`config.mk`:
```
export PLATFORM = sky130hd
export DESIGN_NAME = ebgp_top
export DESIGN_NICKNAME = d
export VERILOG_FILES = /design/src/ebgp_top.v
export VERILOG_INCLUDE_DIRS = /design/src
export SDC_FILE = /design/constraint.sdc
export NUM_CORES = 1
export LEC_CHECK = 0
export ABC_AREA = 1
export BUFFER_PORTS_ARGS = -buffer_cell sky130_fd_sc_hd__buf_2
export CAP_MARGIN = 20
export CORE_ASPECT_RATIO = 1.4
export CORE_MARGIN = 4
export CORE_UTILIZATION = 38
export DETAILED_ROUTE_END_ITERATION = 7
export PLACE_DENSITY = 0.67
export SLEW_MARGIN = 40
export SYNTH_ARGS = -nofsm -noshare
export SYNTH_HDL_FRONTEND = slang
export SYNTH_SLANG_ARGS = --single-unit
```
`constraint.sdc`:
```
create_clock -name clk_i -period 3.4 [get_ports clk_i]
set_clock_uncertainty 0.05 [all_clocks]
set_input_delay 0.17 -clock clk_i [delete_from_list [all_inputs] [get_ports clk_i]]
set_output_delay 0.17 -clock clk_i [all_outputs]
set_load 0.02 [all_outputs]
```
`src/ebgp_defines.vh`:
```
// register map, field positions and reset values of the three gpio ports
// assumes word-aligned classic wishbone access with 32-bit data
`ifndef EBGP_DEFINES_VH
`define EBGP_DEFINES_VH

// byte offsets, one aligned word per register
`define EBGP_OFS_H_DIR 8'h00
`define EBGP_OFS_H_PIN 8'h04
`define EBGP_OFS_H_LAT 8'h08
`define EBGP_OFS_J_DIR 8'h0C
`define EBGP_OFS_J_PIN 8'h10
`define EBGP_OFS_J_LAT 8'h14
`define EBGP_OFS_K_DIR 8'h18
`define EBGP_OFS_K_PIN 8'h1C
`define EBGP_OFS_K_LAT 8'h20
`define EBGP_OFS_CFG 8'h24

// converter_pin_config fields
`define EBGP_CFG_VREF_HI 5
`define EBGP_CFG_VREF_LO 4
`define EBGP_CFG_PCFG_HI 3
`define EBGP_CFG_PCFG_LO 0
`define EBGP_CFG_MASK 8'h3F

// reset values
`define EBGP_DIR_RST 8'hFF
`define EBGP_CFG_RST 8'h00

// first upper port h pin that can turn analog
`define EBGP_H_ANA_LSB 4

`endif

```
`src/ebgp_top.v`:
```
// three 8-bit gpio ports h, j, k with direction, pin-access and latch registers,
// plus the converter pin configuration register that steers port h bits 7:4.
// assumes a classic wishbone master on clk_i and pins synchronous to clk_i.
//
// What this block does
// - direction one: driver off, pin is input
// - direction zero: drive latch onto pin
// - latch register read-modify-write uses latch
// - pin register reads pins, writes latch
// - latch register reads and writes latch
// - latch undefined on power-on, kept otherwise
// - port h 7:4 double as channels 12-15
// - each pin has own direction bit
// - config: 7:6 unused, vref 5:4, pins 3:0
// - port j: eight bits, full register set
// - port k: eight bits, full register set
// - after power-on h 7:4 inputs, read zero
//
// Chosen here: the register offsets and the Wishbone slave port.
`timescale 1ns/10ps
`include "ebgp_defines.vh"

////////////////////////////////////////////////////////////////////////////////
// one 8-bit port: direction and output latch, pin drive
module ebgp_port #(
  parameter WIDTH = 8
) (
  // clock and resets
  input wire clk_i,
  input wire rst_i,
  input wire other_rst_i,
  // register writes
  input wire dir_we_i,
  input wire lat_we_i,
  input wire [WIDTH-1:0] wdata_i,
  // register state
  output wire [WIDTH-1:0] dir_o,
  output wire [WIDTH-1:0] lat_o,
  // pin drive
  output wire [WIDTH-1:0] pin_o,
  output wire [WIDTH-1:0] pin_oe_o
);

  reg [WIDTH-1:0] dir_ff;
  reg [WIDTH-1:0] lat_ff;
  // the port holds only its own two registers, so the three ports stay identical
  // and a pin only ever sees its own direction and latch bit

  // per-pin direction
  // every reset returns all pins to input
  always @(posedge clk_i) begin
    if (rst_i || other_rst_i) begin
      dir_ff <= `EBGP_DIR_RST;
    end else if (dir_we_i) begin
      dir_ff <= wdata_i;
    end
  end

  // latch never reset
  // no reset term: contents are unknown after power-on and survive other resets
  always @(posedge clk_i) begin
    if (lat_we_i) begin
      lat_ff <= wdata_i;
    end
  end

  assign dir_o = dir_ff;
  assign lat_o = lat_ff;
  assign pin_o = lat_ff;
  assign pin_oe_o = ~dir_ff;

endmodule // ebgp_port

////////////////////////////////////////////////////////////////////////////////
module ebgp_top #(
  parameter WIDTH = 8
) (
  // clock and power-on reset
  input wire clk_i,
  input wire rst_i,
  // any other reset: directions set to all inputs, config cleared, latches kept
  input wire other_rst_i,
  // wishbone slave
  input wire wb_cyc_i,
  input wire wb_stb_i,
  input wire wb_we_i,
  input wire [7:0] wb_adr_i,
  input wire [3:0] wb_sel_i,
  input wire [31:0] wb_dat_i,
  output wire [31:0] wb_dat_o,
  output wire wb_ack_o,
  // port h pins
  input wire [WIDTH-1:0] port_h_pin_i,
  output wire [WIDTH-1:0] port_h_pin_o,
  output wire [WIDTH-1:0] port_h_pin_oe_o,
  // port j pins
  input wire [WIDTH-1:0] port_j_pin_i,
  output wire [WIDTH-1:0] port_j_pin_o,
  output wire [WIDTH-1:0] port_j_pin_oe_o,
  // port k pins
  input wire [WIDTH-1:0] port_k_pin_i,
  output wire [WIDTH-1:0] port_k_pin_o,
  output wire [WIDTH-1:0] port_k_pin_oe_o,
  // to the analog input multiplexer
  output wire [3:0] analog_sel_o,
  output wire [1:0] vref_sel_o
);

  reg ack_ff;
  reg [31:0] rdat_ff;
  reg [5:0] cfg_ff;
  reg [7:0] nxt_rdat;
  reg [3:0] ana_mask;
  wire req;
  wire wr;
  wire [7:0] wd;
  wire [WIDTH-1:0] h_dir;
  wire [WIDTH-1:0] h_lat;
  wire [WIDTH-1:0] j_dir;
  wire [WIDTH-1:0] j_lat;
  wire [WIDTH-1:0] k_dir;
  wire [WIDTH-1:0] k_lat;
  wire [WIDTH-1:0] h_pin_rd;
  wire [3:0] pcfg;
  // one hit line per register offset, shared by the write strobes
  wire hit_h_dir;
  wire hit_h_pin;
  wire hit_h_lat;
  wire hit_j_dir;
  wire hit_j_pin;
  wire hit_j_lat;
  wire hit_k_dir;
  wire hit_k_pin;
  wire hit_k_lat;
  wire hit_cfg;
  // per-register write strobes, all qualified by the ack edge
  wire h_dir_we;
  wire h_lat_we;
  wire j_dir_we;
  wire j_lat_we;
  wire k_dir_we;
  wire k_lat_we;
  wire cfg_we;
  // full-width copy of the config reset value, cut to the six stored bits
  wire [7:0] cfg_rst;

  //////////////////////////////////////////////////////////////////////////////
  // bus handshake
  assign req = wb_cyc_i & wb_stb_i;
  // writes land at the edge where ack is high, the same edge the master samples it
  assign wr = req & wb_we_i & ack_ff & wb_sel_i[0];
  assign wd = wb_dat_i[7:0];

  // one wait state: ack in the cycle after the request, dropped the cycle after
  always @(posedge clk_i) begin
    if (rst_i) begin
      ack_ff <= 1'b0;
    end else begin
      ack_ff <= req & ~ack_ff;
    end
  end

  //////////////////////////////////////////////////////////////////////////////
  // address decode
  // the whole byte offset is compared, so no register shows up at an alias
  assign hit_h_dir = (wb_adr_i == `EBGP_OFS_H_DIR);
  assign hit_h_pin = (wb_adr_i == `EBGP_OFS_H_PIN);
  assign hit_h_lat = (wb_adr_i == `EBGP_OFS_H_LAT);
  assign hit_j_dir = (wb_adr_i == `EBGP_OFS_J_DIR);
  assign hit_j_pin = (wb_adr_i == `EBGP_OFS_J_PIN);
  assign hit_j_lat = (wb_adr_i == `EBGP_OFS_J_LAT);
  assign hit_k_dir = (wb_adr_i == `EBGP_OFS_K_DIR);
  assign hit_k_pin = (wb_adr_i == `EBGP_OFS_K_PIN);
  assign hit_k_lat = (wb_adr_i == `EBGP_OFS_K_LAT);
  assign hit_cfg = (wb_adr_i == `EBGP_OFS_CFG);

  // write strobes
  // pin write hits latch
  // latch write hits latch
  // the pin-access and latch-only offsets load one latch, there is no second copy
  assign h_dir_we = wr & hit_h_dir;
  assign h_lat_we = wr & (hit_h_pin | hit_h_lat);
  assign j_dir_we = wr & hit_j_dir;
  assign j_lat_we = wr & (hit_j_pin | hit_j_lat);
  assign k_dir_we = wr & hit_k_dir;
  assign k_lat_we = wr & (hit_k_pin | hit_k_lat);
  assign cfg_we = wr & hit_cfg;

  //////////////////////////////////////////////////////////////////////////////
  // converter pin configuration
  assign pcfg = cfg_ff[`EBGP_CFG_PCFG_HI:`EBGP_CFG_PCFG_LO];

  assign cfg_rst = `EBGP_CFG_RST;

  // config cleared on reset
  // bits 7:6 are not stored and read zero
  always @(posedge clk_i) begin
    if (rst_i || other_rst_i) begin
      cfg_ff <= cfg_rst[5:0];
    end else if (cfg_we) begin
      cfg_ff <= wd[5:0];
    end
  end

  // upper h to channels
  // pin i+4 goes analog while pcfg < 4-i; zero makes all four analog, 4 or more none
  // channels peel off from pin 7 downward, so a low pcfg keeps the most pins analog
  always @* begin
    case (pcfg)
      4'h0: ana_mask = 4'hF;
      4'h1: ana_mask = 4'h7;
      4'h2: ana_mask = 4'h3;
      4'h3: ana_mask = 4'h1;
      default: ana_mask = 4'h0;
    endcase
  end

  assign analog_sel_o = ana_mask;
  assign vref_sel_o = cfg_ff[`EBGP_CFG_VREF_HI:`EBGP_CFG_VREF_LO];

  //////////////////////////////////////////////////////////////////////////////
  // the three ports
  // pin write hits latch
  ebgp_port #(.WIDTH(WIDTH)) u_port_h (
    .clk_i(clk_i),
    .rst_i(rst_i),
    .other_rst_i(other_rst_i),
    .dir_we_i(h_dir_we),
    .lat_we_i(h_lat_we),
    .wdata_i(wd),
    .dir_o(h_dir),
    .lat_o(h_lat),
    .pin_o(port_h_pin_o),
    .pin_oe_o(port_h_pin_oe_o)
  );

  ebgp_port #(.WIDTH(WIDTH)) u_port_j (
    .clk_i(clk_i),
    .rst_i(rst_i),
    .other_rst_i(other_rst_i),
    .dir_we_i(j_dir_we),
    .lat_we_i(j_lat_we),
    .wdata_i(wd),
    .dir_o(j_dir),
    .lat_o(j_lat),
    .pin_o(port_j_pin_o),
    .pin_oe_o(port_j_pin_oe_o)
  );

  ebgp_port #(.WIDTH(WIDTH)) u_port_k (
    .clk_i(clk_i),
    .rst_i(rst_i),
    .other_rst_i(other_rst_i),
    .dir_we_i(k_dir_we),
    .lat_we_i(k_lat_we),
    .wdata_i(wd),
    .dir_o(k_dir),
    .lat_o(k_lat),
    .pin_o(port_k_pin_o),
    .pin_oe_o(port_k_pin_oe_o)
  );

  //////////////////////////////////////////////////////////////////////////////
  // read path
  // analog bits read zero
  assign h_pin_rd = {port_h_pin_i[7:4] & ~ana_mask, port_h_pin_i[3:0]};

  // latch read, not pins
  // unmapped offsets read zero and are still acknowledged
  // pin-access reads of an output return the live pin, so a shorted pin shows up
  always @* begin
    case (wb_adr_i)
      `EBGP_OFS_H_DIR: nxt_rdat = h_dir;
      `EBGP_OFS_H_PIN: nxt_rdat = h_pin_rd;
      `EBGP_OFS_H_LAT: nxt_rdat = h_lat;
      `EBGP_OFS_J_DIR: nxt_rdat = j_dir;
      `EBGP_OFS_J_PIN: nxt_rdat = port_j_pin_i;
      `EBGP_OFS_J_LAT: nxt_rdat = j_lat;
      `EBGP_OFS_K_DIR: nxt_rdat = k_dir;
      `EBGP_OFS_K_PIN: nxt_rdat = port_k_pin_i;
      `EBGP_OFS_K_LAT: nxt_rdat = k_lat;
      `EBGP_OFS_CFG: nxt_rdat = {2'b00, cfg_ff};
      default: nxt_rdat = 8'h00;
    endcase
  end

  // read data is captured as ack rises and held while ack is high
  // capturing one edge early costs the wait state but keeps pin timing off the bus
  always @(posedge clk_i) begin
    if (rst_i) begin
      rdat_ff <= 32'h0000_0000;
    end else if (req && !ack_ff) begin
      rdat_ff <= {24'h00_0000, nxt_rdat};
    end
  end

  assign wb_ack_o = ack_ff;
  assign wb_dat_o = rdat_ff;

endmodule // ebgp_top

```
---- Word level (Yosys, flattened, before mapping) ----
Index checks and enable logic that the tools add are counted.
operators by class
  eq/ne operators ......................... 12
  muxes and demuxes ....................... 2
  bitwise gates (word level) .............. 21
  reduce and logical (&&, ||, !) cells .... 5
operators with widths
  kind                                            number
  one-hot mux 8 bit (10 select lines)             1
  == test 8 x 5 -> 1 bit (second input constant)  4
  NOT 8 bit                                       3
  == test 8 x 4 -> 1 bit (second input constant)  2
  == test 8 x 6 -> 1 bit (second input constant)  2
  one-hot mux 4 bit (4 select lines)              1
  AND 1 bit                                       12
  == test 4 x 2 -> 1 bit (second input constant)  2
  == test 8 x 3 -> 1 bit (second input constant)  1
  logical NOT 8 bit                               1
  AND 4 bit                                       1
  == test 4 x 1 -> 1 bit (second input constant)  1
  logical NOT 4 bit                               1
  NOT 4 bit                                       1
  bitwise OR 1 bit                                3
  logical AND 1 bit                               1
  logical NOT 1 bit                               1
  logical OR 1 bit                                1
  NOT 1 bit                                       1
storage, ports and cells
  register bits ........................... 63
  input bits .............................. 74
  output and inout bits ................... 87
  word-level logic and storage cells ...... 49

---- Depth between registers and ports, before layout ----
Gate-level depths: netlist (run 1).
  depth in word-level cells ............... 5
  depth in mapped cells ................... 10

---- Cells and area by module ----
From an unflattened synthesis (run 1), not the netlist that was laid out.
unflattened totals
  cells, all modules ...................... 489
  area, all modules ....................... 3,611.0 um2
by module, submodules not included
  module     times used  cells an instance  area each (um2)  seq. area each (um2)
  ebgp_port  3           59                 611.8            400.4
  ebgp_top   1           312                1,775.5          300.3

---- Least setup slack after synthesis (run 1) ----
Ideal clock, no wire load.
  path type ............................... input to register
  from .................................... input wb_adr_i[5]
  to ...................................... register u_port_j.lat_ff[0], in the netlist u_port_j.lat_o[0], enable pin
  setup time .............................. 0.386 ns
  arrival ................................. 1.372 ns
  data required time ...................... 2.964 ns
  path slack .............................. 1.592 ns
  cell stages on the path ................. 6
  buffers on the path ..................... 1
  cells stage by stage .................... inv_2 nand2_2 nor2_8 buf_4 inv_1 a211oi_1
on the way
  word-level cells in the longest chain between the ends .. 3
  elaborated cells on any way between the ends .. 4
  classes of those cells .................. 2 x eq/ne; 2 x bitwise
RTL lines
  what                    line            RTL
  start, declared         ebgp_top.v:87   input wire [7:0] wb_adr_i,
  == test 8 x 5 -> 1 bit  -
  bitwise OR 1 bit *      ebgp_top.v:184  assign j_lat_we = wr & (hit_j_pin | hit_j_lat);
  AND 1 bit *             ebgp_top.v:184
  named net j_lat_we      ebgp_top.v:140  wire j_lat_we;
  end signal, assigned    ebgp_top.v:63   lat_ff <= wdata_i;
  end, declared           ebgp_top.v:45   reg [WIDTH-1:0] lat_ff;
Mark *: on every way through the listed nets, which the timed path passes. The rest lies on a longest branch.
A chain may end at the register's enable or synchronous reset.

---- Worst setup path after layout (run 1) ----
  from .................................... register ack_ff, in the netlist wb_ack_o
  to ...................................... register cfg_ff[1]
on the way
  word-level cells in the longest chain between the ends .. 3
RTL lines
  what                     line            RTL
  start, declared          ebgp_top.v:109  reg ack_ff;
  start signal, assigned   ebgp_top.v:159  ack_ff <= req & ~ack_ff;
  AND 1 bit (2 in series)  ebgp_top.v:151  assign wr = req & wb_we_i & ack_ff & wb_sel_i[0];
  AND 1 bit                ebgp_top.v:187  assign cfg_we = wr & hit_cfg;
  end signal, assigned     ebgp_top.v:199  cfg_ff <= cfg_rst[5:0];
  end signal, assigned     ebgp_top.v:201  cfg_ff <= wd[5:0];
  end, declared            ebgp_top.v:111  reg [5:0] cfg_ff;
No other way between the ends.

==> impl_metrics.env, run 1 <==
export IMPL_post_drt_wl_per_cell_um=15.8
export IMPL_ys_ff_latch=63
export IMPL_synth_area_per_cell_sq_um=7.91
export IMPL_whs_ps=62.4
export IMPL_final_setup_viol_count=0
export IMPL_outcome="finished, final reports clean"
export IMPL_cts_root_buf="clkbuf_16"
export IMPL_area_growth_pct=22.6
export IMPL_wl_um=10400
export IMPL_synth_top_cells_by_area="dfxtp_1, edfxtp_1, nand2_1"
export IMPL_cts_resized=0
export IMPL_numCtsBuffers=9
export IMPL_cp_max_fo=12
export IMPL_layout_commonest_cell="buf_2"
export IMPL_yosysUniqueCellTypes=30
export IMPL_hold_buffers=0
export IMPL_initial_utilization_pct=38.7
export IMPL_drc=0
export IMPL_dr_pass1_iters=5
export IMPL_mostFrequentLayoutCells="buf_2, nand2_1, nand3_1, inv_1, dfxtp_1"
export IMPL_grt_setup_unrepaired="no"
export IMPL_drive_above_1_share_pct=30.3
export IMPL_crit_path_end_kind="flip-flop"
export IMPL_use_met1_pct=23.4
export IMPL_final_max_slew_viol_count=0
export IMPL_tns_ps=0
export IMPL_fp_coreArea_sq_um=8980
export IMPL_ant_nets=0
export IMPL_cts_setup_buffers=0
export IMPL_ys_warn_count=0
export IMPL_num_vias=3230
export IMPL_htreeDepth=3
export IMPL_dp_final_hpwl_um=7810
export IMPL_grt_pass1_wl_um=16000
export IMPL_use_met3_pct=3.80
export IMPL_worstSetupPathType="flip-flop to flip-flop"
export IMPL_cp_data_arrival_time_ps=1830
export IMPL_clockBufferDepth=2
export IMPL_worstMarginPinSlew_ps=535
export IMPL_first_iter_violations=216
export IMPL_ir_drop_mv=0.268
export IMPL_cts_sinks=63
export IMPL_cts_tree="built"
export IMPL_antenna_found_initial=0
export IMPL_max_freq_ghz=0.596
export IMPL_io_buffers=109
export IMPL_gp_routability_congestion=0.833
export IMPL_leakagePower_nw=2.19
export IMPL_grt_busiest_layer="met2"
export IMPL_fin_crit_ps=1680
export IMPL_clk_latency_ps=330
export IMPL_slew_headroom_pct=64.3
export IMPL_seq_area_frac_synth_pct=43.3
export IMPL_vias_per_cell=4.93
export IMPL_maxCapViolCount=0
export IMPL_cp_start_kind="flip-flop"
export IMPL_netlist_area_sq_um=3470
export IMPL_required_ps=3550
export IMPL_die_area_sq_um=10700
export IMPL_path_clk_slew_ps=50
export IMPL_fp_dieW_um=88.8
export IMPL_synth_top_area_cell="dfxtp_1"
export IMPL_grtUsageMet2_pct=33.6
export IMPL_nets=617
export IMPL_num_rows=41
export IMPL_timing_hold_violations_final=0
export IMPL_netlist_area_leader_share_pct=22.5
export IMPL_die_h_um=121
export IMPL_synth_cells=439
export IMPL_grt_pass1_vias=3246
export IMPL_num_io_pins=161
export IMPL_pwr_density_cell_nw_per_um2=446
export IMPL_period_share_pct=49.3
export IMPL_num_antenna_cells=0
export IMPL_track_usage_pct=20.0
export IMPL_overflow=0
export IMPL_grt_start_max_net_pins=36
export IMPL_worstHoldPathType="input pin to flip-flop"
[stage by stage]
step	cell area [sq um]	worst slack (ps)	util, %	total power, W	instances
4_1_cts	4250	1580	47.3	0.00190	655
5_1_grt	4250	1480	47.4	0.00195	655
3_3_place_gp	3930	1330	43.7	0.000926	639
2_1_floorplan	3560	1590	-	0.000900	462
6_report	4250	1720	47.4	0.00190	655
3_5_place_dp	3930	1240	43.7	0.000927	639
[cell type report]
class,count,area [sq um]
Tap cell,107,134
Fill cell,903,4720
Clock inverter,6,83.8
Inverter,62,234
Sequential cell,63,1500
Timing Repair Buffer,112,568
Multi-Input combinational cell,295,1490
Clock buffer,10,239
[flip-flops by register name, summed over array words and instances, names as in the netlist]
name	flops
u_port_j.lat_o	8
u_port_k.lat_o	8
wb_ack_o	1
u_port_h.lat_o	8
wb_dat_o	8
cfg_ff	6
u_port_k.dir_o	8
u_port_h.dir_o	8
u_port_j.dir_o	8
[cell usage after synthesis, drive strengths merged]
cell type and number:
conb 1, clkbuf 1, nand2 101, buf 41
o21ai 14, inv 60, nor2 38, a21boi 1
nand3 74, nor3 1, o211ai 16, edfxtp 24
clkinv 2, dfxtp 39, a211oi 2, a21oi 23
nand4 1
[cells by family after synthesis]
family                 count (synthesis)  share of synthesized area [%]
AOI/OAI and AO/OA                     56                           10.3
buffers and inverters                104                           16.3
DFF                                   63                           43.3
other                                  1                          0.108
and+or+nand+nor                      215                           30.0
[critical path, cell delays in order, from the launching register on]
cell     delay, ps
dfxtp_1        350
nand4_1        250
inv_1          230
nand3_1        320
o21ai_0        290
a21oi_1         60
[final timing paths]
check                                            start  slack (ps)                     endpoint  cells after the start
worst max-delay path               wb_ack_o$_SDFF_PP0_        1720       cfg_ff[1]$_SDFFE_PP0P_                      5
worst min-delay path                       wb_dat_i[7]          60  u_port_h.lat_o[7]$_DFFE_PP_                      1
worst max register to register     wb_ack_o$_SDFF_PP0_        1720       cfg_ff[1]$_SDFFE_PP0P_                      5
worst min register to register  cfg_ff[3]$_SDFFE_PP0P_         420       cfg_ff[3]$_SDFFE_PP0P_                      2
[power by group]
part	internal (W)	switching, W
logic	0.0000332	0.0000955
clock network	0.000657	0.000327
registers	0.000784	0.000000627
[metal layers]
layer | part of all wire, % | up-vias
met5 | 0 | -
met4 | 3.3 | 0
met3 | 6.9 | 24
met2 | 51 | 141
met1 | 38 | 1481
li1 | - | 1584
Note: power is estimated with default switching activity, not from simulation.
==> inputs of run 2 (changes only) <==
- PLACE_DENSITY: 0.67 -> 0.7
- clock period: 3.4 -> 1.3 ns (I/O delays scaled with it)
==> run 2 against run 1 <==
Effect of this change:
- the run now ends with setup timing left
- sequential cell count unchanged
- largest cell class is now multi-input combinational cells
- power rose to 2.6 times the previous value
- first-iteration DRC count shrank 6.9%
- global-route usage up 0.075 points
- via count is 6.0% higher
- sequential power increased to 2.6 times the previous value
==> impl_metrics.env, run 2 (synthesis gave the netlist of run 1 again) <==
export IMPL_required_ps=1300
export IMPL_drc=0
export IMPL_grt_pass1_vias=3194
export IMPL_num_antenna_cells=0
export IMPL_num_vias=3425
export IMPL_fin_crit_ps=1410
export IMPL_clockBufferDepth=2
export IMPL_pre_cts_ws_ps=-168
export IMPL_num_io_pins=161
export IMPL_period_share_pct=108
export IMPL_cp_start_kind="flip-flop"
export IMPL_overflow=0
export IMPL_vias_per_cell=4.98
export IMPL_track_usage_pct=20.1
export IMPL_antenna_found_initial=0
export IMPL_outcome="finished with violations"
export IMPL_maxCapViolCount=0
export IMPL_grtUsageMet2_pct=33.6
export IMPL_drive_above_1_share_pct=38.9
export IMPL_ant_nets=0
export IMPL_max_freq_ghz=0.710
export IMPL_nets=650
export IMPL_leakagePower_nw=2.39
export IMPL_final_setup_viol_count=37
export IMPL_grt_pass1_wl_um=16000
export IMPL_cts_root_buf="clkbuf_16"
export IMPL_ir_drop_mv=0.886
export IMPL_fill_cells=836
export IMPL_path_clk_slew_ps=50
export IMPL_num_rows=41
export IMPL_setup_ws_ps=-109
export IMPL_io_buffers=109
export IMPL_crit_path_end_kind="flip-flop"
export IMPL_dr_pass1_iters=4
export IMPL_cp_max_fo=8
export IMPL_die_area_sq_um=10700
export IMPL_clk_latency_ps=330
export IMPL_post_drt_wl_per_cell_um=16.0
export IMPL_worstHoldPathType="input pin to flip-flop"
export IMPL_grt_start_max_net_pins=18
export IMPL_cts_tree="built"
export IMPL_violations="setup timing"
export IMPL_crit_family="buffers and inverters"
export IMPL_layout_commonest_cell="buf_2"
export IMPL_slowest_delay_ps=340
export IMPL_gp_routability_congestion=0.929
export IMPL_cp_data_arrival_time_ps=1410
export IMPL_fp_dieW_um=88.8
export IMPL_cts_sinks=63
export IMPL_final_max_slew_viol_count=0
export IMPL_cp_slowest_cell="dfxtp_4"
export IMPL_timing_hold_violations_final=0
export IMPL_dp_final_hpwl_um=8400
export IMPL_use_met3_pct=4.69
export IMPL_mostFrequentLayoutCells="buf_2, nand2_1, nand3_1, inv_1, dfxtp_1"
export IMPL_fp_coreArea_sq_um=8980
export IMPL_grt_busiest_layer="met2"
export IMPL_initial_utilization_pct=38.7
export IMPL_htreeDepth=3
export IMPL_path_cells="nand4_1 > buf_6 > a211oi_4 > buf_12"
export IMPL_first_iter_violations=201
export IMPL_p_total_w=0.00496
export IMPL_use_met1_pct=23.4
export IMPL_worstSetupPathType="flip-flop to flip-flop"
export IMPL_grt_setup_unrepaired="yes"
export IMPL_area_growth_pct=37.4
export IMPL_numCtsBuffers=9
export IMPL_crit_buf_inv=2
export IMPL_wl_um=11000
export IMPL_pwr_density_cell_nw_per_um2=1040
export IMPL_die_h_um=121
==> run 2: changes by cell type in the layout (fill, tap and decap cells not counted), moves of 5 or more <==
cell and change:
o21ai_1 +7, buf_6 +6, buf_4 +16, buf_12 +6, o21ai_0 -11, dfxtp_1 -5
dlygate4sd3_1 +5
==> run 2: power by group <==
part	switching, W	internal [W]	total [W]
sequential	0.00000140	0.00205	0.00205
clock	0.000865	0.00165	0.00252
combinational	0.000271	0.000126	0.000397
total	0.00114	0.00382	0.00496
==> run 2: metal layers <==
layer	routed length [um]	part of all wire [%]
met1	4160	38
met2	5520	50
met3	896	8.2
met4	417	3.8
met5	0	0
==> run 2: worst paths after layout <==
check                                                   end  slack (ps)  depth (start not counted)                   start
worst max-delay path            u_port_j.lat_o[2]$_DFFE_PP_        -110                          4     wb_ack_o$_SDFF_PP0_
worst min-delay path            u_port_j.lat_o[3]$_DFFE_PP_          10                          1             wb_dat_i[3]
worst max register to register  u_port_j.lat_o[2]$_DFFE_PP_        -110                          4     wb_ack_o$_SDFF_PP0_
worst min register to register       cfg_ff[2]$_SDFFE_PP0P_         420                          2  cfg_ff[2]$_SDFFE_PP0P_
==> run 2: per-stage QoR <==
stage               cell area [sq um]  utilization (%)  instances  hold WS, ps  TNS, ps
floorplan                        3620                -        462          114    -4980
global placement                 4240             47.2        663          308    -3110
detailed placement               4240             47.2        663          304    -5070
CTS                              4650             51.8        687         7.09    -2060
global route                     4770             53.1        688         15.5    -3220
finish                           4770             53.1        688         10.3    -2170
==> run 2: area by class of cell <==
cell class | count | area [sq um] | share of cell area (%)
Clock buffer | 12 | 268 | 5.62
Timing Repair Buffer | 143 | 916 | 19.2
Multi-Input combinational cell | 295 | 1630 | 34.1
Sequential cell | 63 | 1510 | 31.7
Timing Repair inverter | 2 | 15.0 | 0.315
Clock inverter | 4 | 51.3 | 1.08
Inverter | 62 | 245 | 5.14
Tap cell | 107 | 134 | 2.81
==> run 2: repair_timing <==
item / CTS / global route
gates resized for setup: 8 / 39
hold buffers: 5 / 0
pin swaps: 1 / 5
setup buffers: 1 / 0
endpoints found under the setup margin: 43 / 58
endpoints found under the hold margin: 13 / 0
cloned: 2 / 1
